==> src/logic/pcmsp_pkg.sv <==
`default_nettype none

package pcmsp_pkg;

  // ---------------------------------------------------------------
  // Timing
  // ---------------------------------------------------------------
  localparam int unsigned CLK_PERIOD_NS = 10;
  localparam int unsigned FRAME_PERIOD_NS = 125000;
  localparam int unsigned FRAME_CYC = FRAME_PERIOD_NS / CLK_PERIOD_NS;
  // Frames without a toggle before a pin counts as static
  localparam int unsigned IDLE_FRAMES = 4;
  localparam int unsigned IDLE_CYC = IDLE_FRAMES * FRAME_CYC;
  localparam int unsigned CNT_W = 17;
  // Frame syncs the output stays quiet for after power-up
  localparam logic [1:0] WAKE_FRAMES = 2'h2;
  // Master clock edges per frame at 256 kHz is 32: divide = edges >> 5
  localparam int unsigned SEQ_SHIFT = 5;

  // ---------------------------------------------------------------
  // Word formats
  // ---------------------------------------------------------------
  localparam logic [4:0] LEN_VOICE = 5'h0D;
  localparam logic [4:0] LEN_WIDE = 5'h10;
  localparam logic [4:0] ATTEN_STEP_DB = 5'h03;

  // ---------------------------------------------------------------
  // Register map
  // ---------------------------------------------------------------
  localparam logic [1:0] ADDR_TXDATA = 2'h0;
  localparam logic [1:0] ADDR_RXDATA = 2'h1;
  localparam logic [1:0] ADDR_STATUS = 2'h2;
  localparam logic [12:0] TXDATA_RST = 13'h0000;

  typedef enum logic [2:0] {
    MODE_ASYNC = 3'b001,
    MODE_SIGNEXT = 3'b010,
    MODE_GAINADJ = 3'b100
  } pcmsp_mode_t;

  typedef enum logic [2:0] {
    PS_DOWN = 3'b001,
    PS_WAKE = 3'b010,
    PS_RUN = 3'b100
  } pcmsp_pwr_t;

endpackage

`default_nettype wire

==> src/logic/pcmsp_core.sv <==
//Contract
// RL1: Derive 256 kHz sequencing tick; divide found from master clock edges per frame.
// RL2: Host gives 256/512 kHz master clock rising-edge aligned to transmit sync.
// RL3: Host should align faster master clocks to transmit sync too.
// RL4: 8 kHz transmit sync, long or short, starts one transmit sample.
// RL5: Both syncs static for several frames powers the device down.
// RL6: Wake from sync power-down only once transmit sync clocks again.
// RL7: Transmit bit clock shifts transmit data; in synchronous modes receive too.
// RL8: Host bit clocks run between 256 and 4096 kHz in async modes.
// RL9: Transmit data floats except while shifting bits, and when powered down.
// RL10: Receive sync frames receive samples, may be asynchronous to transmit.
// RL11: Static receive bit clock selects mode; transmit bit clock then clocks receive.
// RL12: Receive bit clock low: 16-bit transfers, first four bits are sign.
// RL13: Receive bit clock high: 13-bit transmit, 16-bit receive with attenuation.
// RL14: Attenuation code gives 3 dB steps, 000 is 0 dB, 111 is 21 dB.
// RL15: Transmit sync alive, receive sync static: mute receive path.
// RL16: Non-inverting input strapped high disables gain amp, gain node is input.
// RL17: Power amp input at supply disables both power amps, outputs float.
// RL18: Bypass select removes the transmit high-pass stage, else keeps it.
// RL19: Samples are 13-bit two's complement, sign bit leading.
// RL20: After power-up transmit data floats at least two transmit sync periods.
// RL21: Shift out on bit clock rise, sample on fall, sign first.
//
// The placing of the registers and the plain strobed port were left to the implementer.
`default_nettype none

module pcmsp_core #(
  parameter int unsigned IDLE_CYC = pcmsp_pkg::IDLE_CYC
) (
  input wire logic clk_sys_i,
  input wire logic rst_n_i,
  input wire logic mclk_i,
  input wire logic tx_frame_sync_i,
  input wire logic rx_frame_sync_i,
  input wire logic tx_bit_clock_i,
  input wire logic rx_bit_clock_or_mode_i,
  input wire logic rx_pcm_in_i,
  input wire logic power_down_in_n_i,
  input wire logic highpass_bypass_sel_i,
  input wire logic tx_noninv_input_sel_i,
  input wire logic power_amp_input_i,
  input wire logic [1:0] reg_addr_i,
  input wire logic [15:0] reg_wdata_i,
  input wire logic reg_wr_i,
  input wire logic reg_rd_i,
  output logic [15:0] reg_rdata_o,
  output logic tx_pcm_out_o,
  output logic tx_pcm_out_oe_o,
  output logic [12:0] rx_sample_o,
  output logic rx_sample_valid_o,
  output logic [4:0] rx_atten_db_o,
  output logic rx_mute_o,
  output logic powered_down_o,
  output logic seq_tick_o,
  output logic tx_amp_en_o,
  output logic tx_gain_node_in_o,
  output logic power_amp_en_o,
  output logic highpass_en_o
);

  localparam int unsigned CW = pcmsp_pkg::CNT_W;
  localparam logic [CW-1:0] IDLE_LIM = CW'(IDLE_CYC);

  // ---------------------------------------------------------------
  // Edge detection and pin activity
  // ---------------------------------------------------------------
  logic tb_q_r;
  logic rb_q_r;
  logic mclk_q_r;
  logic txfs_q_r;
  logic [2:0] idle_w;

  wire logic tb_rise_w = tx_bit_clock_i & ~tb_q_r;
  wire logic tb_fall_w = ~tx_bit_clock_i & tb_q_r;
  wire logic rb_rise_w = rx_bit_clock_or_mode_i & ~rb_q_r;
  wire logic rb_fall_w = ~rx_bit_clock_or_mode_i & rb_q_r;
  wire logic mclk_rise_w = mclk_i & ~mclk_q_r;
  wire logic txfs_rise_w = tx_frame_sync_i & ~txfs_q_r;
  wire logic [2:0] act_sig_w = {rx_bit_clock_or_mode_i, rx_frame_sync_i,
                                tx_frame_sync_i};

  for (genvar g = 0; g < 3; g++) begin : g_act
    logic prev_r;
    logic [CW-1:0] cnt_r;
    assign idle_w[g] = (cnt_r == IDLE_LIM);
    always_ff @(posedge clk_sys_i or negedge rst_n_i) begin
      if (!rst_n_i) begin
        prev_r <= 1'b0;
        cnt_r <= '0;
      end else begin
        prev_r <= act_sig_w[g];
        if (act_sig_w[g] != prev_r) begin
          cnt_r <= '0;
        end else if (!idle_w[g]) begin
          cnt_r <= cnt_r + CW'(1);
        end
      end
    end
  end

  wire logic txfs_idle_w = idle_w[0];
  wire logic rxfs_idle_w = idle_w[1];
  wire logic rxb_idle_w = idle_w[2];

  // ---------------------------------------------------------------
  // Mode and clock selection
  // ---------------------------------------------------------------
  pcmsp_pkg::pcmsp_mode_t mode_r;
  pcmsp_pkg::pcmsp_mode_t mode_nxt;

  assign mode_nxt = !rxb_idle_w ? pcmsp_pkg::MODE_ASYNC : // RL11
                    rx_bit_clock_or_mode_i ? pcmsp_pkg::MODE_GAINADJ : // RL13
                    pcmsp_pkg::MODE_SIGNEXT; // RL12
  wire logic sync_w = (mode_r != pcmsp_pkg::MODE_ASYNC);
  wire logic signext_w = (mode_r == pcmsp_pkg::MODE_SIGNEXT);
  wire logic gainadj_w = (mode_r == pcmsp_pkg::MODE_GAINADJ);
  wire logic rx_rise_w = sync_w ? tb_rise_w : rb_rise_w; // RL7
  wire logic rx_fall_w = sync_w ? tb_fall_w : rb_fall_w; // RL7

  logic tx_start_w;
  logic tx_long_w;
  logic rx_start_w;

  pcmsp_framer #(
    .ON_FALL(1'b0)
  ) u_tx_framer (
    .clk_sys_i(clk_sys_i),
    .rst_n_i(rst_n_i),
    .fs_i(tx_frame_sync_i),
    .rise_i(tb_rise_w),
    .fall_i(tb_fall_w),
    .start_o(tx_start_w),
    .long_o(tx_long_w)
  );

  pcmsp_framer #(
    .ON_FALL(1'b1)
  ) u_rx_framer (
    .clk_sys_i(clk_sys_i),
    .rst_n_i(rst_n_i),
    .fs_i(rx_frame_sync_i),
    .rise_i(rx_rise_w),
    .fall_i(rx_fall_w),
    .start_o(rx_start_w),
    .long_o()
  );

  // ---------------------------------------------------------------
  // Power sequencing
  // ---------------------------------------------------------------
  pcmsp_pkg::pcmsp_pwr_t pwr_r;
  pcmsp_pkg::pcmsp_pwr_t pwr_nxt;
  logic [1:0] wake_cnt_r;

  wire logic pd_cond_w = ~power_down_in_n_i | (txfs_idle_w & rxfs_idle_w);
  wire logic run_w = (pwr_r == pcmsp_pkg::PS_RUN);
  wire logic down_w = (pwr_r == pcmsp_pkg::PS_DOWN);

  always_comb begin
    pwr_nxt = pwr_r;
    case (pwr_r)
      pcmsp_pkg::PS_DOWN: begin
        if (power_down_in_n_i && !txfs_idle_w) begin
          pwr_nxt = pcmsp_pkg::PS_WAKE; // RL6
        end
      end
      pcmsp_pkg::PS_WAKE: begin
        if (pd_cond_w) begin
          pwr_nxt = pcmsp_pkg::PS_DOWN;
        end else if (txfs_rise_w &&
                     wake_cnt_r == pcmsp_pkg::WAKE_FRAMES) begin
          pwr_nxt = pcmsp_pkg::PS_RUN; // RL20
        end
      end
      pcmsp_pkg::PS_RUN: begin
        if (pd_cond_w) begin
          pwr_nxt = pcmsp_pkg::PS_DOWN; // RL5
        end
      end
      default: pwr_nxt = pcmsp_pkg::PS_DOWN;
    endcase
  end

  always_ff @(posedge clk_sys_i or negedge rst_n_i) begin
    if (!rst_n_i) begin
      pwr_r <= pcmsp_pkg::PS_DOWN;
      wake_cnt_r <= 2'h0;
      mode_r <= pcmsp_pkg::MODE_ASYNC;
      tb_q_r <= 1'b0;
      rb_q_r <= 1'b0;
      mclk_q_r <= 1'b0;
      txfs_q_r <= 1'b0;
    end else begin
      pwr_r <= pwr_nxt;
      if (pwr_r != pcmsp_pkg::PS_WAKE) begin
        wake_cnt_r <= 2'h0;
      end else if (txfs_rise_w && wake_cnt_r != 2'h3) begin
        wake_cnt_r <= wake_cnt_r + 2'h1; // RL20
      end
      mode_r <= mode_nxt;
      tb_q_r <= tx_bit_clock_i;
      rb_q_r <= rx_bit_clock_or_mode_i;
      mclk_q_r <= mclk_i;
      txfs_q_r <= tx_frame_sync_i;
    end
  end

  // ---------------------------------------------------------------
  // Sequencing clock prescaler
  // ---------------------------------------------------------------
  // Relies on the master clock being rising-edge aligned to the
  // transmit sync at low rates, so the edge count per frame is exact
  logic [9:0] frame_mclk_r; // RL2
  logic [4:0] div_r;
  logic [4:0] seq_cnt_r;
  logic seq_tick_r;

  // An aligned master clock rise opens the frame and counts as its
  // first edge, so a divide of one still gives a full set of ticks
  wire logic [4:0] div_new_w = frame_mclk_r[9:pcmsp_pkg::SEQ_SHIFT];
  wire logic first_tick_w = mclk_rise_w & (div_new_w == 5'h01);

  always_ff @(posedge clk_sys_i or negedge rst_n_i) begin
    if (!rst_n_i) begin
      frame_mclk_r <= 10'h000;
      div_r <= 5'h00;
      seq_cnt_r <= 5'h00;
      seq_tick_r <= 1'b0;
    end else begin
      seq_tick_r <= 1'b0;
      if (txfs_rise_w) begin
        div_r <= div_new_w; // RL1
        frame_mclk_r <= {9'h000, mclk_rise_w};
        seq_cnt_r <= {4'h0, mclk_rise_w & ~first_tick_w};
        seq_tick_r <= first_tick_w; // RL1
      end else if (mclk_rise_w) begin
        if (frame_mclk_r != 10'h3FF) begin
          frame_mclk_r <= frame_mclk_r + 10'h001;
        end
        if (div_r != 5'h00 && seq_cnt_r == div_r - 5'h01) begin
          seq_cnt_r <= 5'h00;
          seq_tick_r <= 1'b1; // RL1
        end else begin
          seq_cnt_r <= seq_cnt_r + 5'h01;
        end
      end
    end
  end

  // ---------------------------------------------------------------
  // Transmit shifter
  // ---------------------------------------------------------------
  logic [12:0] txdata_r;
  logic [15:0] tx_sh_r;
  logic [4:0] tx_cnt_r;
  logic tx_out_r;
  logic tx_oe_r;

  // Sign extension keeps the two's complement value intact
  wire logic [15:0] tx_word_w = signext_w ? {{3{txdata_r[12]}}, txdata_r}
                                          : {txdata_r, 3'h0}; // RL12 RL19
  wire logic [4:0] tx_len_w = signext_w ? pcmsp_pkg::LEN_WIDE
                                        : pcmsp_pkg::LEN_VOICE; // RL13

  always_ff @(posedge clk_sys_i or negedge rst_n_i) begin
    if (!rst_n_i) begin
      tx_sh_r <= 16'h0000;
      tx_cnt_r <= 5'h00;
      tx_out_r <= 1'b0;
      tx_oe_r <= 1'b0;
    end else if (!run_w) begin
      tx_oe_r <= 1'b0; // RL9 RL20
      tx_cnt_r <= 5'h00;
    end else if (tx_start_w) begin
      tx_sh_r <= {tx_word_w[14:0], 1'b0}; // RL4
      tx_out_r <= tx_word_w[15]; // RL21
      tx_oe_r <= 1'b1;
      tx_cnt_r <= tx_len_w - 5'h01;
    end else if (tb_rise_w && tx_oe_r) begin
      if (tx_cnt_r != 5'h00) begin
        tx_out_r <= tx_sh_r[15]; // RL7
        tx_sh_r <= {tx_sh_r[14:0], 1'b0};
        tx_cnt_r <= tx_cnt_r - 5'h01;
      end else begin
        tx_oe_r <= 1'b0; // RL9
      end
    end
  end

  // ---------------------------------------------------------------
  // Receive shifter
  // ---------------------------------------------------------------
  logic [15:0] rx_sh_r;
  logic [4:0] rx_cnt_r;
  logic rx_busy_r;
  logic [12:0] rx_sample_r;
  logic [2:0] rx_code_r;
  logic [4:0] rx_atten_r;
  logic rx_valid_r;

  wire logic [4:0] rx_len_w = sync_w ? pcmsp_pkg::LEN_WIDE
                                     : pcmsp_pkg::LEN_VOICE; // RL12 RL13
  wire logic rx_take_w = rx_busy_r & rx_fall_w & ~rx_start_w;
  wire logic rx_done_w = rx_take_w & (rx_cnt_r == rx_len_w - 5'h01);
  wire logic [15:0] rx_word_w = {rx_sh_r[14:0], rx_pcm_in_i};
  // Sign-extended and plain words both end in the 13 voice bits
  wire logic [12:0] rx_voice_w = gainadj_w ? rx_word_w[15:3]
                                           : rx_word_w[12:0];
  wire logic [2:0] rx_code_w = gainadj_w ? rx_word_w[2:0] : 3'h0;

  always_ff @(posedge clk_sys_i or negedge rst_n_i) begin
    if (!rst_n_i) begin
      rx_sh_r <= 16'h0000;
      rx_cnt_r <= 5'h00;
      rx_busy_r <= 1'b0;
      rx_sample_r <= 13'h0000;
      rx_code_r <= 3'h0;
      rx_atten_r <= 5'h00;
      rx_valid_r <= 1'b0;
    end else begin
      rx_valid_r <= 1'b0;
      if (down_w) begin
        rx_busy_r <= 1'b0;
      end else if (rx_start_w) begin
        rx_sh_r <= {15'h0000, rx_pcm_in_i}; // RL10 RL21
        rx_cnt_r <= 5'h01;
        rx_busy_r <= 1'b1;
      end else if (rx_take_w) begin
        rx_sh_r <= rx_word_w;
        rx_cnt_r <= rx_cnt_r + 5'h01;
        if (rx_done_w) begin
          rx_busy_r <= 1'b0;
          rx_sample_r <= rx_voice_w; // RL19
          rx_code_r <= rx_code_w; // RL13
          rx_atten_r <= {2'h0, rx_code_w} * pcmsp_pkg::ATTEN_STEP_DB; // RL14
          rx_valid_r <= 1'b1;
        end
      end
    end
  end

  // ---------------------------------------------------------------
  // Analog enables and mute
  // ---------------------------------------------------------------
  logic mute_r;
  logic pd_r;
  logic tx_amp_r;
  logic tg_in_r;
  logic pa_r;
  logic hp_r;

  always_ff @(posedge clk_sys_i or negedge rst_n_i) begin
    if (!rst_n_i) begin
      mute_r <= 1'b0;
      pd_r <= 1'b1;
      tx_amp_r <= 1'b0;
      tg_in_r <= 1'b0;
      pa_r <= 1'b0;
      hp_r <= 1'b1;
    end else begin
      mute_r <= rxfs_idle_w & ~txfs_idle_w; // RL15
      pd_r <= down_w;
      tx_amp_r <= ~down_w & ~tx_noninv_input_sel_i; // RL16
      tg_in_r <= tx_noninv_input_sel_i; // RL16
      pa_r <= ~down_w & ~power_amp_input_i; // RL17
      hp_r <= ~highpass_bypass_sel_i; // RL18
    end
  end

  // ---------------------------------------------------------------
  // Register port
  // ---------------------------------------------------------------
  logic [15:0] rdata_r;

  wire logic [15:0] status_w = {5'h00, div_r, tx_long_w, mute_r,
                                mode_r, pd_r};
  wire logic [15:0] rd_mux_w =
    (reg_addr_i == pcmsp_pkg::ADDR_TXDATA) ? {3'h0, txdata_r} :
    (reg_addr_i == pcmsp_pkg::ADDR_RXDATA) ? {rx_code_r, rx_sample_r} :
    (reg_addr_i == pcmsp_pkg::ADDR_STATUS) ? status_w : 16'h0000;

  always_ff @(posedge clk_sys_i or negedge rst_n_i) begin
    if (!rst_n_i) begin
      txdata_r <= pcmsp_pkg::TXDATA_RST;
      rdata_r <= 16'h0000;
    end else begin
      if (reg_wr_i && reg_addr_i == pcmsp_pkg::ADDR_TXDATA) begin
        txdata_r <= reg_wdata_i[12:0];
      end
      rdata_r <= reg_rd_i ? rd_mux_w : 16'h0000;
    end
  end

  assign reg_rdata_o = rdata_r;
  assign tx_pcm_out_o = tx_out_r;
  assign tx_pcm_out_oe_o = tx_oe_r;
  assign rx_sample_o = rx_sample_r;
  assign rx_sample_valid_o = rx_valid_r;
  assign rx_atten_db_o = rx_atten_r;
  assign rx_mute_o = mute_r;
  assign powered_down_o = pd_r;
  assign seq_tick_o = seq_tick_r;
  assign tx_amp_en_o = tx_amp_r;
  assign tx_gain_node_in_o = tg_in_r;
  assign power_amp_en_o = pa_r;
  assign highpass_en_o = hp_r;

  // ---------------------------------------------------------------
  // Checks
  // ---------------------------------------------------------------
  oe_powerdown_a: assert property ( // RL9
    @(posedge clk_sys_i) disable iff (!rst_n_i)
    !run_w |=> !tx_pcm_out_oe_o)
    else $error("transmit output driven outside run state");

  wake_quiet_a: assert property ( // RL20
    @(posedge clk_sys_i) disable iff (!rst_n_i)
    (pwr_r == pcmsp_pkg::PS_WAKE) && !txfs_rise_w |=> !tx_pcm_out_oe_o)
    else $error("transmit output driven during wake-up");

  pd_entry_a: assert property ( // RL5
    @(posedge clk_sys_i) disable iff (!rst_n_i)
    run_w && txfs_idle_w && rxfs_idle_w |=> down_w ##1 powered_down_o)
    else $error("static syncs did not power down");

  wake_needs_fs_a: assert property ( // RL6
    @(posedge clk_sys_i) disable iff (!rst_n_i)
    down_w && txfs_idle_w |=> down_w)
    else $error("woke without transmit sync");

  oe_on_edge_a: assert property ( // RL21
    @(posedge clk_sys_i) disable iff (!rst_n_i)
    $rose(tx_pcm_out_oe_o) |-> $past(tb_rise_w) && $past(tx_start_w))
    else $error("transmit output started off a bit clock rise");

  sign_bits_a: assert property ( // RL12
    @(posedge clk_sys_i) disable iff (!rst_n_i)
    tx_start_w && run_w && signext_w |=>
      tx_pcm_out_o == tx_sh_r[15] && tx_sh_r[15] == tx_sh_r[14] &&
      tx_sh_r[14] == tx_sh_r[13])
    else $error("sign extension bits differ");

  atten_step_a: assert property ( // RL14
    @(posedge clk_sys_i) disable iff (!rst_n_i)
    rx_valid_r |->
      rx_atten_db_o == {1'b0, rx_code_r, 1'b0} + {2'h0, rx_code_r})
    else $error("attenuation not in 3 dB steps");

  half_mute_a: assert property ( // RL15
    @(posedge clk_sys_i) disable iff (!rst_n_i)
    rxfs_idle_w && !txfs_idle_w |=> rx_mute_o)
    else $error("receive path not muted in half-channel");

  pa_off_a: assert property ( // RL17
    @(posedge clk_sys_i) disable iff (!rst_n_i)
    power_amp_input_i |=> !power_amp_en_o)
    else $error("power amps enabled with input at supply");

  hp_bypass_a: assert property ( // RL18
    @(posedge clk_sys_i) disable iff (!rst_n_i)
    highpass_bypass_sel_i[*2] |-> !highpass_en_o)
    else $error("high-pass stage kept while bypassed");

endmodule // pcmsp_core

`default_nettype wire

==> src/logic/pcmsp_framer.sv <==
`default_nettype none

module pcmsp_framer #(
  parameter bit ON_FALL = 1'b0
) (
  input wire logic clk_sys_i,
  input wire logic rst_n_i,
  input wire logic fs_i,
  input wire logic rise_i,
  input wire logic fall_i,
  output logic start_o,
  output logic long_o
);

  logic fs_q_r;
  logic pend_r;
  logic seen_r;
  logic wide_r;
  logic long_r;

  wire logic fs_rise_w = fs_i & ~fs_q_r;
  wire logic fs_fall_w = ~fs_i & fs_q_r;
  wire logic pend_w = pend_r | fs_rise_w;
  wire logic act_edge_w = ON_FALL ? fall_i : rise_i;

  // Long sync: first bit with the sync; short: one bit after it
  assign start_o = act_edge_w & (long_r ? (pend_w & fs_i) : seen_r);
  assign long_o = long_r;

  // Format is learned from the previous sync width, so the very
  // first short frame after reset is taken as long
  always_ff @(posedge clk_sys_i or negedge rst_n_i) begin
    if (!rst_n_i) begin
      fs_q_r <= 1'b0;
      pend_r <= 1'b0;
      seen_r <= 1'b0;
      wide_r <= 1'b0;
      long_r <= 1'b1;
    end else begin
      fs_q_r <= fs_i;
      pend_r <= pend_w & ~start_o;
      if (start_o) begin
        seen_r <= 1'b0;
      end else if (fall_i & pend_w & fs_i) begin
        seen_r <= 1'b1;
      end
      if (fs_rise_w) begin
        wide_r <= 1'b0;
      end else if (fs_i & rise_i) begin
        wide_r <= 1'b1;
      end
      if (fs_fall_w) begin
        long_r <= wide_r;
      end
    end
  end

endmodule // pcmsp_framer

`default_nettype wire

==> config.mk <==
export PLATFORM = sky130hd
export DESIGN_NAME = pcmsp_core
export DESIGN_NICKNAME = d
export VERILOG_FILES = /design/src/logic/pcmsp_pkg.sv /design/src/logic/pcmsp_core.sv /design/src/logic/pcmsp_framer.sv
export SDC_FILE = /design/constraint.sdc
export NUM_CORES = 1
export LEC_CHECK = 0
export BUFFER_PORTS_ARGS = -buffer_cell sky130_fd_sc_hd__buf_2
export CORE_MARGIN = 4
export CORE_UTILIZATION = 48
export DETAILED_ROUTE_END_ITERATION = 16
export GPL_TIMING_DRIVEN = 0
export PLACE_DENSITY_LB_ADDON = 0.2
export SLEW_MARGIN = 30
export SYNTH_ARGS = -nofsm -noshare
export SYNTH_HDL_FRONTEND = slang
export SYNTH_SLANG_ARGS = --single-unit
==> constraint.sdc <==
create_clock -name clk_sys_i -period 2.7 [get_ports clk_sys_i]
set_input_delay 0 -clock clk_sys_i [delete_from_list [all_inputs] [get_ports clk_sys_i]]
set_output_delay 0 -clock clk_sys_i [all_outputs]
set_load 0.02 [all_outputs]
Yosys cells after proc, flatten, opt, wreduce, memory -nomap -nowiden

Index checks and enable logic that the tools add are counted.

Eq/ne operators: 30
Reduce and logical (&&, ||, !) cells: 30
Multiply operators: 1
Bitwise operators: 51
Multiplexer cells: 71
$add $sub $neg: 11

Operators by type and width:

| operator              | count |
|---|---|
| $mux 17               | 6 |
| $mux 16               | 6 |
| $mux 5                | 11 |
| $add 17x1->17 const B | 3 |
| $eq 17x16->1 const B  | 3 |
| $mux 15               | 3 |
| $and 1x1->1           | 30 |
| $mux 1                | 30 |
| $mux 10               | 3 |
| $mux 3                | 7 |
| $reduce_bool 2->1     | 10 |
| $sub 5x1->5 const B   | 4 |
| $not 1->1             | 18 |
| $mux 13               | 1 |
| $mux 11               | 1 |
| $add 10x1->10 const B | 1 |
| $add 5x1->5 const B   | 2 |
| $eq 5x5->1            | 2 |
| $ne 10x10->1 const B  | 1 |
| $reduce_and 2->1      | 5 |
| $reduce_bool 5->1     | 2 |
| $ne 3x1->1 const B    | 3 |
| $pmux 3 s3            | 1 |
| $ne 2x1->1 const B    | 4 |
| 20 further kinds      | 37 |

Input bits: 32
Bits in registers: 194
Output and inout port bits: 44
Logic and storage cells: 236

Depth between registers and ports, before layout

Gate-level depths: netlist (run 1).

Depth after elaboration: 13
Depth in mapped cells: 13
Gate-level depth less buffers: 12

Hierarchy

Synthesis (run 1) repeated with hierarchy kept, for this count alone.

Cell total of the unflattened synthesis: 862
Area total of the unflattened synthesis: 9444.1 sq um

By module, submodules not included:

| module                     | area an instance (sq um) | seq. area each (sq um) | cells each | instances |
|---|---|---|---|---|
| pcmsp_core                 | 8989.9                   | 4609.4                 | 819        | 1 |
| pcmsp_framer (u_rx_framer) | 227.7                    | 126.4                  | 22         | 1 |
| pcmsp_framer (u_tx_framer) | 226.5                    | 126.4                  | 21         | 1 |

Worst setup path after synthesis (run 1)

No wires, ideal clock.

Path type: register to register
From: register mode_r[2]
To: register rx_atten_r[3] (netlist: rx_atten_db_o[3])
Stages on the path, launching flop included: 10
Setup slack: 14 ps
Period minus slack after synthesis: 2686 ps
Required time: 2572 ps
Library setup time: 128 ps
Data arrival time: 2558 ps
Path buffers: 1
Cells stage by stage: dfrtp_1 -> nor3b_1 -> clkbuf_1 -> nand2_1 -> inv_1 -> ha_1 -> inv_1 -> fa_1 -> xnor2_1 -> mux2_1

Elaborated cells on any way between the ends: 14
Classes of those cells: add/sub: 1; mul: 1; eq/ne: 3; mux: 3; bitwise: 5; reduce/logical: 1

RTL lines:

| item                     | RTL line          | text |
|---|---|---|
| start: declaration       | pcmsp_core.sv:108 | `pcmsp_pkg::pcmsp_mode_t mode_r;` |
| start signal: assignment | pcmsp_core.sv:188 | `mode_r <= pcmsp_pkg::MODE_ASYNC;` |
| start signal: assignment | pcmsp_core.sv:200 | `mode_r <= mode_nxt;` |
| $eq 3x3->1               | pcmsp_core.sv:116 | `wire logic gainadj_w = (mode_r == pcmsp_pkg::MODE_GAINADJ);` |
| $mux 3                   | pcmsp_core.sv:309 | `wire logic [2:0] rx_code_w = gainadj_w ? rx_word_w[2:0] : 3'h0;` |
| named net rx_code_w[1]   | pcmsp_core.sv:309 |  |
| $mul 3x2->5              | pcmsp_core.sv:335 | `rx_atten_r <= {2'h0, rx_code_w} * pcmsp_pkg::ATTEN_STEP_DB;` |
| end signal: assignment   | pcmsp_core.sv:335 |  |
| end: declaration         | pcmsp_core.sv:298 | `logic [4:0] rx_atten_r;` |

The timed path passes the listed nets, and every way through them passes these cells.
A chain may end at the register's enable or synchronous reset.

Worst setup path after layout (run 1)

From: register mode_r[0]
To: register rx_cnt_r[0]

Longest elaborated chain between the ends: 7
Elaborated cells on any way between the ends: 9
Classes of those cells: eq/ne: 1; mux: 2; bitwise: 4; reduce/logical: 2

RTL lines:

| item                        | RTL line           | text |
|---|---|---|
| $ne 3x1->1 (*)              | pcmsp_core.sv:114  | `wire logic sync_w = (mode_r != pcmsp_pkg::MODE_ASYNC);` |
| $mux 1 (*)                  | pcmsp_core.sv:118  | `wire logic rx_fall_w = sync_w ? tb_fall_w : rb_fall_w;` |
| $and 1x1->1                 | pcmsp_framer.sv:27 | `assign start_o = act_edge_w & (long_r ? (pend_w & fs_i) : seen_r);` |
| $not 1->1 (no line)         | --                 |  |
| $and 1x1->1                 | pcmsp_core.sv:303  | `wire logic rx_take_w = rx_busy_r & rx_fall_w & ~rx_start_w;` |
| $reduce_bool 2->1 (no line) | --                 |  |
| $reduce_and 2->1 (no line)  | --                 |  |
| end signal: assignment      | pcmsp_core.sv:330  | `rx_cnt_r <= rx_cnt_r + 5'h01;` |
| end: declaration            | pcmsp_core.sv:294  | `logic [4:0] rx_cnt_r;` |

Mark *: on every way between the ends. The rest lies on a longest branch, timed or not.

==> results of run 1 <==
routing by layer:
layer / vias to the layer above / global-route usage [%] / share of wire (%)
met5: - / 0 / 0
met4: 0 / 5.268 / 1.8
met3: 30 / 3.825 / 4.4
met2: 156 / 29.45 / 46
met1: 3231 / 27.40 / 48
li1: 3276 / - / -
repair_timing:
item,CTS,global route
pin swaps,0,0
gates resized for setup,5,6
setup buffers,0,3
endpoints found under the setup margin,13,13
hold buffers,27,0
endpoints found under the hold margin,176,0
worst paths after layout:
kind                                                  endpoint                   start
worst max register to register         rx_cnt_r[0]$_DFFE_PN0P_     mode_r[0]$_DFF_PN1_
worst min register to register          tx_sh_r[3]$_DFFE_PN0P_  tx_sh_r[3]$_DFFE_PN0P_
worst min-delay path             g_act[2].cnt_r[5]$_DFFE_PN0P_                 rst_n_i
min in group clk_sys_i                 txdata_r[0]$_DFFE_PN0P_                reg_wr_i
max in group asynchronous       u_tx_framer.long_o$_DFFE_PN1P_                 rst_n_i
worst max-delay path                   rx_cnt_r[0]$_DFFE_PN0P_     mode_r[0]$_DFF_PN1_
kinds of logic after synthesis:
group,count (synthesis),synth area share (%)
buffers and inverters,60,2.569
AO/OA/AOI/OAI,136,9.397
AND/OR/NAND/NOR,324,18.71
XOR/XNOR,52,4.922
adder cells (fa/ha/maj),22,3.056
multiplexers,80,9.343
flip-flops,192,52.00
report_power, final:
group	leakage, uW	internal, uW	switching [uW]
Sequential	0.00257	3050	164
Combinational	0.00223	330	418
Clock	0.000298	1500	1110
Total	0.00511	4880	1690
cell type report:
| class | count | area, um^2 | share of cell area (%) |
|---|---|---|---|
| clock buffers | 18 | 439.2 | 4.011 |
| repair buffers | 103 | 713.2 | 6.514 |
| clock inverters | 14 | 180.2 | 1.646 |
| multi-input cells | 614 | 4234 | 38.67 |
| flip-flops and latches | 192 | 4812 | 43.95 |
| inverters | 30 | 112.6 | 1.029 |
| plain buffers | 30 | 131.4 | 1.200 |
| well taps | 260 | 325.3 | 2.971 |
state kept, by name, indices dropped and copies added, names as in the netlist, 2 cells and up:
name,flops
rx_code_r,3
div_r,5
rx_sh_r,15
rx_sample_o,13
txdata_r,13
rx_cnt_r,5
frame_mclk_r,10
rx_atten_db_o,4
wake_cnt_r,2
tx_cnt_r,5
reg_rdata_o,16
tx_sh_r,15
seq_cnt_r,5
mode_r,3
g_act.cnt_r,51
pwr_r,3
synthesized netlist by cell type, drive strengths merged (2+ instances only):
cell / count
inv: 30
o41ai: 2
and4: 6
a21oi: 27
and3: 10
nand3: 30
clkbuf: 24
mux2i: 29
o21a: 2
dfrtp: 186
ha: 21
a31oi: 3
nor4bb: 2
nand2: 76
buf: 6
a22o: 15
and2: 52
o21ai: 46
a21o: 3
nor4: 5
o211a: 2
nand2b: 12
a211oi: 11
nor2: 54
mux2: 51
a21boi: 7
xnor2: 32
nor4b: 7
or3: 10
o31ai: 5
nor2b: 13
nand4: 18
nor3b: 7
o211ai: 3
or2: 3
nor3: 17
xor2: 20
dfstp: 6
worst register-to-register path: cells and delay by family, from the launching register on:
family | cells | cell delay, ns
buf+inv | 1 | 0.34
mux | 2 | 0.58
simple gates | 2 | 0.56
compound gates | 1 | 0.31
flops | 1 | 0.62
stage by stage:
stage	util (%)	setup TNS (ns)	setup slack, ns	total power, uW	area, um^2
6_report	58.14	0	0.1495	6568	10950
3_5_place_dp	53.13	-0.5885	-0.1900	3988	10000
4_1_cts	57.95	0	0.04093	6663	10910
3_3_place_gp	52.76	-292.47	-1.568	3960	9935
2_1_floorplan	-	0	0.01427	3701	9254
5_1_grt	58.14	-0.01748	-0.01183	6914	10950
==> summary.md, run 1 <==
| Metric | Value |
|---|---|
| Outcome | `finished, final reports clean` |
| Fin. max-slew vios | `0` |
| Vias per cell | `5.308` |
| TritonCTS Buffers | `17` |
| Critical Path RT | `2.99 ns` |
| Grt ovf | `0` |
| CTS tree | `done` |
| Worst-Margin Slew | `0.8611 ns` |
| I/O Pins | `76` |
| Main synth FF type | `dfrtp_1` |
| Synth warn | `0` |
| 1st-iter DRT viols | `394` |
| Top-area cell type share of the netlist area | `50.30%` |
| Routed vias | `6,693` |
| Fill count | `1,583` |
| Asr flop ratio synth | `100.0%` |
| Power per cell area | `600.0 nW/um^2` |
| Area contributors post-synth | `dfrtp_1, mux2_2, and2_1, mux2i_1, nand2_1` |
| CTS clk-pin slew, worst paths | `0.07 ns` |
| CTS root buffer | `clkbuf_16` |
| First-pass GRT wire length | `33,530 um` |
| Number of buffers on the longest clock path | `2` |
| Die Ht | `146.9 um` |
| Syn Std Cell Area | `9254 um^2` |
| Leak | `0.005107 uW` |
| Most frequent cells in the layout | `dfrtp_1, nand2_1, buf_2, nor2_1, and2_1` |
| H-tree depth | `4` |
| Die area | `21,560 um^2` |
| Synthesized flop and latch total | `192` |
| Worst min-delay path category | `primary input to asynchronous set/reset pin` |
| GRT Util Overall | `19.02%` |
| Commonest non-fill, non-tap cell in the layout | `dfrtp_1` |
| RSZ-0062 raised after global routing | `true` |
| Fin Hold WS | `0.07446 ns` |
| Crit-path cells | `nor3b_4, mux2i_2, or2_2, o21bai_1, clkbuf_2, mux2i_1` |
| Layout Cells excl Fill | `1,261` |
| Worst-skew pair later-pin latency | `0.43 ns` |
| R2r setup slk | `0.15 ns` |
| Final setup fails | `0` |
| Slowest-stage cell, CP | `dfstp_2` |
| Antenna violations before repair | `0` |
| Core ar. | `18,830 um^2` |
| Post-Syn Nets | `920` |
| Vias in the first global route | `6,577` |
| Rows | `50` |
| Post-DP HPWL | `13,720 um` |
| Synthesized area per cell | `10.69 um^2` |
| Die W | `146.9 um` |
| Fmax | `0.3921 GHz` |
| Drt wl/cell | `15.41 um` |
| Relative slew slack | `42.47%` |
| Worst Path Arrival | `2.84 ns` |
| # diodes | `0` |
| Post-Syn Instances | `866` |
| Final Cycle Share | `94.46%` |
| Share of cells above drive strength 1 | `16.58%` |
| Sequential share of the synthesized area | `52.00%` |
| Number of port buffers | `71` |
| Worst IR Drop VDD | `0.4763 mV` |
| CP Launch Type | `flop` |
| Nets | `1,042` |
| Cells on worst reg2reg path | `6` |
| Cell total after placement | `1,199` |
| Synth area leader | `dfrtp_1` |
| WL final | `19,440 um` |
| P&R area growth vs syn | `18.31%` |
| Worst Path Max Fanout | `10` |
| Clk sinks | `192` |
| Final hold violation count | `0` |
| DRC viols | `0` |
| Final Wtd Congestion | `0.8340` |
| Initial core utilization | `49.14%` |
| DRT antenna net count | `0` |
| Worst setup path class | `flop to flop` |
| Synth cell types | `58` |
| WP buf/inv | `1` |
| Family with the most delay on the worst path | `flip-flops` |
| Worst clock skew | `0.01284 ns` |
| Max Cap Violations | `0` |
| WP depth | `6` |
| Initial DRT Pass Iterations | `5` |
| EDFF count, synth | `0` |
| Worst setup EP type | `flop` |
| Worst stage delay on the critical path | `0.62 ns` |
| Minimum clock period | `2.551 ns` |
| Pin count of the biggest net entering global routing | `81` |
No activity file was read; power rests on OpenSTA's default activity.
==> run 2, diff against run 1 <==
--- a/config.mk
+++ b/config.mk
@@ -7,10 +7,10 @@
 export LEC_CHECK = 0
 export BUFFER_PORTS_ARGS = -buffer_cell sky130_fd_sc_hd__buf_2
 export CORE_MARGIN = 4
-export CORE_UTILIZATION = 48
+export CORE_UTILIZATION = 54
 export DETAILED_ROUTE_END_ITERATION = 16
 export GPL_TIMING_DRIVEN = 0
-export PLACE_DENSITY_LB_ADDON = 0.2
+export PLACE_DENSITY = 0.76
 export SLEW_MARGIN = 30
 export SYNTH_ARGS = -nofsm -noshare
 export SYNTH_HDL_FRONTEND = slang
==> run 2 against run 1 <==
Effect of this change:
- total power fell by 3.3%
- clock skew rose by 0.011 ns
- largest cell class unchanged
- worst setup slack gained 0.035 ns
- register-to-register slack gained 0.04 ns
==> summary.md, run 2 (synthesis results as in run 1) <==
| Metric | Value |
|---|---|
| Outcome | `finished, final reports clean (unchanged)` |
| Critical Path Start | `mode_r[0]$_DFF_PN1_ (unchanged)` |
| Initial DRT Pass Iterations | `5 (unchanged)` |
| Vias per cell | `5.525 (was 5.308)` |
| Die Ht | `138.9 um (was 146.9 um)` |
| Worst-Margin Slew | `0.7475 ns (was 0.8611 ns)` |
| CTS tree | `done (unchanged)` |
| Post-DP HPWL | `13,050 um (was 13,720 um)` |
| Core Util, Final | `65.01% (was 58.14%)` |
| Max FFs per register | `51 (unchanged)` |
| Final Instance Area | `10,860 um^2 (was 10,950 um^2)` |
| Rows | `47 (was 50)` |
| Leak | `0.005091 uW (was 0.005107 uW)` |
| Setup TNS Final | `0 ns (unchanged)` |
| Most frequent cells in the layout | `dfrtp_1, nand2_1, buf_2, nor2_1, and2_1 (unchanged)` |
| CP Launch Type | `flop (unchanged)` |
| Fin. max-slew vios | `0 (unchanged)` |
| Number of port buffers | `71 (unchanged)` |
| Relative slew slack | `50.16% (was 42.47%)` |
| R2r setup slk | `0.18 ns (was 0.15 ns)` |
| Clk sinks | `192 (unchanged)` |
| Share of cells above drive strength 1 | `16.83% (was 16.58%)` |
| Instance area at placement | `9950 um^2 (was 10,000 um^2)` |
| Worst Path Arrival | `2.89 ns (was 2.84 ns)` |
| DRT antenna net count | `0 (unchanged)` |
| Fill count | `1,277 (was 1,583)` |
| DRC viols | `0 (unchanged)` |
| Minimum clock period | `2.515 ns (was 2.551 ns)` |
| Worst clock skew | `0.02340 ns (was 0.01284 ns)` |
| Die W | `138.9 um (was 146.9 um)` |
| Routed vias | `6,762 (was 6,693)` |
| I/O Pins | `76 (unchanged)` |
| Worst setup path class | `flop to flop (unchanged)` |
| Final setup fails | `0 (unchanged)` |
| Initial core utilization | `55.41% (was 49.14%)` |
| H-tree depth | `4 (unchanged)` |
| Worst IR Drop VDD | `0.4733 mV (was 0.4763 mV)` |
| CTS root buffer | `clkbuf_16 (unchanged)` |
| Final Wtd Congestion | `0.8451 (was 0.8340)` |
| Worst-skew pair later-pin latency | `0.45 ns (was 0.43 ns)` |
| Worst Path Max Fanout | `10 (unchanged)` |
| Reg2reg end | `rx_sh_r[7]$_DFFE_PN0P_ (was rx_cnt_r[0]$_DFFE_PN0P_)` |
| Worst Hold Launch | `reg_wr_i` |
| Critical Path RT | `3.07 ns (was 2.99 ns)` |
| Core ar. | `16,700 um^2 (was 18,830 um^2)` |
| Worst setup EP type | `flop (unchanged)` |
| # diodes | `0 (unchanged)` |
| Cells on worst reg2reg path | `6 (unchanged)` |
| Drt wl/cell | `15.69 um (was 15.41 um)` |
| GRT Util Overall | `20.66% (was 19.02%)` |
| Nets | `1,045 (was 1,042)` |
| Antenna violations before repair | `0 (unchanged)` |
| 1st-iter DRT viols | `355 (was 394)` |
| Pin count of the biggest net entering global routing | `88 (was 81)` |
| P&R area growth vs syn | `17.33% (was 18.31%)` |
| Hold path cells | `3` |
| Worst Hold Endpoint | `txdata_r[2]$_DFFE_PN0P_` |
| Fmax | `0.3976 GHz (was 0.3921 GHz)` |
| Final hold violation count | `0 (unchanged)` |
| Power per cell area | `584.9 nW/um^2 (was 600.0 nW/um^2)` |
| WL final | `19,200 um (was 19,440 um)` |
| Max Cap Violations | `0 (unchanged)` |
| TritonCTS Buffers | `17 (unchanged)` |
| Die area | `19,290 um^2 (was 21,560 um^2)` |
| Commonest non-fill, non-tap cell in the layout | `dfrtp_1 (unchanged)` |
| Worst min-delay path category | `primary input to flop (was primary input to asynchronous set/reset pin)` |
| Final Cycle Share | `93.16% (was 94.46%)` |
| Vias in the first global route | `6,485 (was 6,577)` |
| Worst reg2reg path startpoint | `mode_r[0]$_DFF_PN1_ (unchanged)` |
| Fin Hold WS | `0.1181 ns (was 0.07446 ns)` |
| First-pass GRT wire length | `32,840 um (was 33,530 um)` |
| CTS clk-pin slew, worst paths | `0.07 ns (about the same)` |
| Number of buffers on the longest clock path | `2 (unchanged)` |
| Grt ovf | `0 (unchanged)` |
| Top reg by flops | `g_act.cnt_r (unchanged)` |
run 2: cell types whose count changed in the layout (fill, tap and decap cells not counted), moves of 2 or more:
| cell | delta |
|---|---|
| bufinv_16 | -3 |
| clkinv_2 | +2 |
| clkinv_4 | -2 |
| inv_6 | +3 |
run 2: area by class of cell:
type,count,area (um^2),share of cell area (%)
buffer,30,135.1,1.245
clock buffer,17,425.4,3.918
multi-input combinational,614,4237,39.02
inverter,30,112.6,1.037
clock inverter,15,125.1,1.152
timing repair buffer,106,735.7,6.776
sequential,192,4812,44.32
tap,220,275.3,2.535
run 2: worst max path at each step:
stage	endpoint	slack, ns
finish	rx_sh_r[7]$_DFFE_PN0P_	0.18
global route	tx_cnt_r[2]$_DFFE_PN0P_	-0.1
CTS	rx_sh_r[7]$_DFFE_PN0P_	0.09
detailed placement	rx_atten_db_o[3]$_DFFE_PN0P_	-0.48
global placement	frame_mclk_r[0]$_DFFE_PN0P_	-1.47
floorplan	rx_atten_db_o[3]$_DFFE_PN0P_	0.01
run 2: worst max-delay path: stages, from the launching register on:
cell and delay [ns]:
dfstp_2 0.62, nor3b_4 0.33, mux2i_2 0.44, or2_2 0.22, o21bai_1 0.32, clkbuf_2 0.35
a22o_1 0.17
run 2: power by group:
group          switching, uW  internal [uW]
Combinational            426            337
Sequential               161           3050
Clock                   1170           1200
Total                   1760           4590
run 2: what timing repair did:
item                       4_1_cts  5_1_grt
hold endpoints to repair       229        0
setup endpoints to repair        4       13
pin swaps                        0        1
buffers inserted                 0        4
hold buffers                    29        0
gates resized for setup          7        8
run 2: stage by stage:
step	worst slack, ns	power [uW]	instances
floorplan	0.01427	3701	866
global placement	-1.468	3941	1157
detailed placement	-0.4844	3974	1159
CTS	0.09135	6387	1220
global route	-0.09569	6655	1224
finish	0.1848	6351	1224
run 2: routing by layer:
layer	GRT usage (%)	share of wire, %
met1	29.64	48
met2	31.81	47
met3	4.172	4.1
met4	6.797	1.6
met5	0	0
==> run 3, diff against run 2 <==
--- a/config.mk
+++ b/config.mk
@@ -6,7 +6,7 @@
 export NUM_CORES = 1
 export LEC_CHECK = 0
 export BUFFER_PORTS_ARGS = -buffer_cell sky130_fd_sc_hd__buf_2
-export CORE_MARGIN = 4
+export CORE_MARGIN = 3
 export CORE_UTILIZATION = 54
 export DETAILED_ROUTE_END_ITERATION = 16
 export GPL_TIMING_DRIVEN = 0
==> run 3 against run 2 <==
Effect of this change:
- combinational power decreased by 1%
- via count rose by 0.31%
- sequential share of layout area up 0.056 points
- die area is 2.9% lower
- maximum frequency decreased by 0.72%
- final cell count is 0.41% lower
- hold slack worse by 0.098 ns
- worst setup slack worse by 0.018 ns
==> summary.md, run 3 (synthesis results as in run 1) <==
| Metric | Value |
|---|---|
| Pin count of the biggest net entering global routing | `83 (was 88)` |
| Int Power | `4723 uW (was 4590 uW)` |
| Commonest non-fill, non-tap cell in the layout | `dfrtp_1 (unchanged)` |
| Most frequent cells in the layout | `dfrtp_1, nand2_1, buf_2, nor2_1, and2_1 (unchanged)` |
| Rows | `47 (unchanged)` |
| Cells on worst reg2reg path | `13 (was 6)` |
| Reg area | `4812 um^2 (unchanged)` |
| R2r setup slk | `0.17 ns (was 0.18 ns)` |
| Number of buffers on the longest clock path | `2 (unchanged)` |
| Final Wtd Congestion | `0.8473 (was 0.8451)` |
| Max Cap Violations | `0 (unchanged)` |
| Die area | `18,740 um^2 (was 19,290 um^2)` |
| Worst setup path class | `flop to flop (unchanged)` |
| Final hold violation count | `0 (unchanged)` |
| CTS tree | `done (unchanged)` |
| DRC viols | `0 (unchanged)` |
| Final Cycle Share | `93.83% (was 93.16%)` |
| Switching share of total power | `26.58% (was 27.73%)` |
| Sw Pwr | `1710 uW (was 1761 uW)` |
| Critical Path RT | `3.00 ns (was 3.07 ns)` |
| Worst IR Drop VDD | `0.4927 mV (was 0.4733 mV)` |
| Total power | `6433 uW (was 6351 uW)` |
| Relative slew slack | `51.82% (was 50.16%)` |
| Share of cells above drive strength 1 | `16.62% (was 16.83%)` |
| Grt ovf | `0 (unchanged)` |
| Drt wl/cell | `15.74 um (was 15.69 um)` |
| Fin. max-slew vios | `0 (unchanged)` |
| First-pass GRT wire length | `32,340 um (was 32,840 um)` |
| Final setup fails | `0 (unchanged)` |
| Worst slack at placement | `-0.4962 ns (was -0.4844 ns)` |
| CP Launch Type | `flop (unchanged)` |
| Multi-input gate area | `4230 um^2 (was 4237 um^2)` |
| Worst min-delay path category | `primary input to asynchronous set/reset pin (was primary input to flop)` |
| I/O Pins | `76 (unchanged)` |
| CTS clk-pin slew, worst paths | `0.07 ns (about the same)` |
| Clock network power share | `38.3% (was 37.4%)` |
| Vias in the first global route | `6,541 (was 6,485)` |
| P&R area growth vs syn | `17.19% (was 17.33%)` |
| Instance area at placement | `9950 um^2 (unchanged)` |
| Post-DP HPWL | `13,230 um (was 13,050 um)` |
| # diodes | `0 (unchanged)` |
| H-tree depth | `4 (unchanged)` |
| Max FFs per register | `51 (unchanged)` |
| Worst setup EP type | `flop (unchanged)` |
| Initial core utilization | `55.41% (unchanged)` |
| Final Instance Area | `10,840 um^2 (was 10,860 um^2)` |
| WL final | `19,190 um (was 19,200 um)` |
| Top reg by flops | `g_act.cnt_r (unchanged)` |
| Sequential power share | `50.0% (was 50.5%)` |
| Worst setup margin | `0.1665 ns (was 0.1848 ns)` |
| Worst reg2reg path startpoint | `u_tx_framer.fs_q_r$_DFF_PN0_ (was mode_r[0]$_DFF_PN1_)` |
| Initial DRT Pass Iterations | `5 (unchanged)` |
| Reg2reg end | `tx_cnt_r[2]$_DFFE_PN0P_ (was rx_sh_r[7]$_DFFE_PN0P_)` |
| Worst clock skew | `0.01162 ns (was 0.02340 ns)` |
| TritonCTS Buffers | `17 (unchanged)` |
| Leak | `0.005081 uW (was 0.005091 uW)` |
| 1st-iter DRT viols | `423 (was 355)` |
| Worst Path Max Fanout | `10 (unchanged)` |
| Number of port buffers | `71 (unchanged)` |
| Fmax | `0.3947 GHz (was 0.3976 GHz)` |
| Die W | `136.9 um (was 138.9 um)` |
| Worst-Margin Slew | `0.7195 ns (was 0.7475 ns)` |
| Die Ht | `136.9 um (was 138.9 um)` |
| Outcome | `finished, final reports clean (unchanged)` |
| Vias per cell | `5.564 (was 5.525)` |
| DRT antenna net count | `0 (unchanged)` |
| Power per cell area | `593.2 nW/um^2 (was 584.9 nW/um^2)` |
| Minimum clock period | `2.533 ns (was 2.515 ns)` |
| Fill count | `1,272 (was 1,277)` |
| Worst-skew pair later-pin latency | `0.43 ns (was 0.45 ns)` |
| Comb power frac | `11.7% (was 12.0%)` |
| Routed vias | `6,783 (was 6,762)` |
| Clk sinks | `192 (unchanged)` |
| Core ar. | `16,700 um^2 (unchanged)` |
| GRT Util Overall | `21.54% (was 20.66%)` |
| Antenna violations before repair | `0 (unchanged)` |
| Nets | `1,041 (was 1,045)` |
| CTS root buffer | `clkbuf_16 (unchanged)` |
| Worst Path Arrival | `2.83 ns (was 2.89 ns)` |
## run 3: what timing repair did
action,in CTS,in global routing
resized for setup,4,8
setup endpoints to repair,5,16
pin swaps,0,1
endpoints found under the hold margin,158,0
buffers inserted,0,3
hold buffers,26,0
## run 3: final cells by class
| class | instances | share of cell area, % |
|---|---|---|
| multi-input cells | 614 | 39.01 |
| flip-flops and latches | 192 | 44.38 |
| well taps | 220 | 2.538 |
| inverters | 30 | 1.038 |
| clock inverters | 12 | 1.165 |
| clock buffers | 19 | 4.177 |
| plain buffers | 30 | 1.211 |
| repair buffers | 102 | 6.484 |
## run 3: worst max-delay path: stages, from the launching register on
cell	delay, ns
dfrtp_1	0.38
inv_1	0.05
ha_1	0.18
o211ai_1	0.19
a21oi_2	0.26
clkbuf_4	0.26
nand2_1	0.09
o21ai_0	0.10
ha_2	0.26
nand2_1	0.07
a21oi_1	0.19
o21ai_0	0.10
a31oi_1	0.17
o21ai_0	0.10
## run 3: routing by layer
metal	wire length, um	global-route usage, %	share of wire [%]
met5	0	0	0
met4	242	6.264	1.3
met3	778	4.081	4.1
met2	9246	34.94	48
met1	8919	29.76	46
## run 3: through the flow
step | hold WS [ns] | utilization, % | std cells | TNS, ns
after floorplan | -0.2956 | - | 866 | 0
after global placement | 0.1125 | 59.18 | 1157 | -268.14
after detailed placement | -0.1195 | 59.57 | 1159 | -1.009
after CTS | 0.01388 | 64.68 | 1216 | 0
after global routing | 0.02947 | 64.93 | 1219 | -0.02575
final | 0.01993 | 64.93 | 1219 | 0
## run 3: how the worst max path moves through the flow
stage               slack (ns)  cells after the start                          from                           end
global placement         -1.45                      1                       rst_n_i            mclk_q_r$_DFF_PN0_
CTS                     0.0008                     13  u_tx_framer.fs_q_r$_DFF_PN0_       tx_cnt_r[2]$_DFFE_PN0P_
floorplan                 0.01                      9           mode_r[2]$_DFF_PN0_  rx_atten_db_o[3]$_DFFE_PN0P_
detailed placement       -0.50                      9           mode_r[2]$_DFF_PN0_  rx_atten_db_o[3]$_DFFE_PN0P_
global route             -0.03                     13  u_tx_framer.fs_q_r$_DFF_PN0_       tx_cnt_r[2]$_DFFE_PN0P_
finish                    0.17                     13  u_tx_framer.fs_q_r$_DFF_PN0_       tx_cnt_r[2]$_DFFE_PN0P_
## run 3: power groups by stage
stage          Combinational (uW)  Sequential [uW]  Clock (uW)
2_1_floorplan                 463             3240           0
3_3_place_gp                  684             3260           0
3_5_place_dp                  716             3260           0
4_1_cts                       753             3210        2510
5_1_grt                       858             3240        2630
6_report                      754             3220        2460
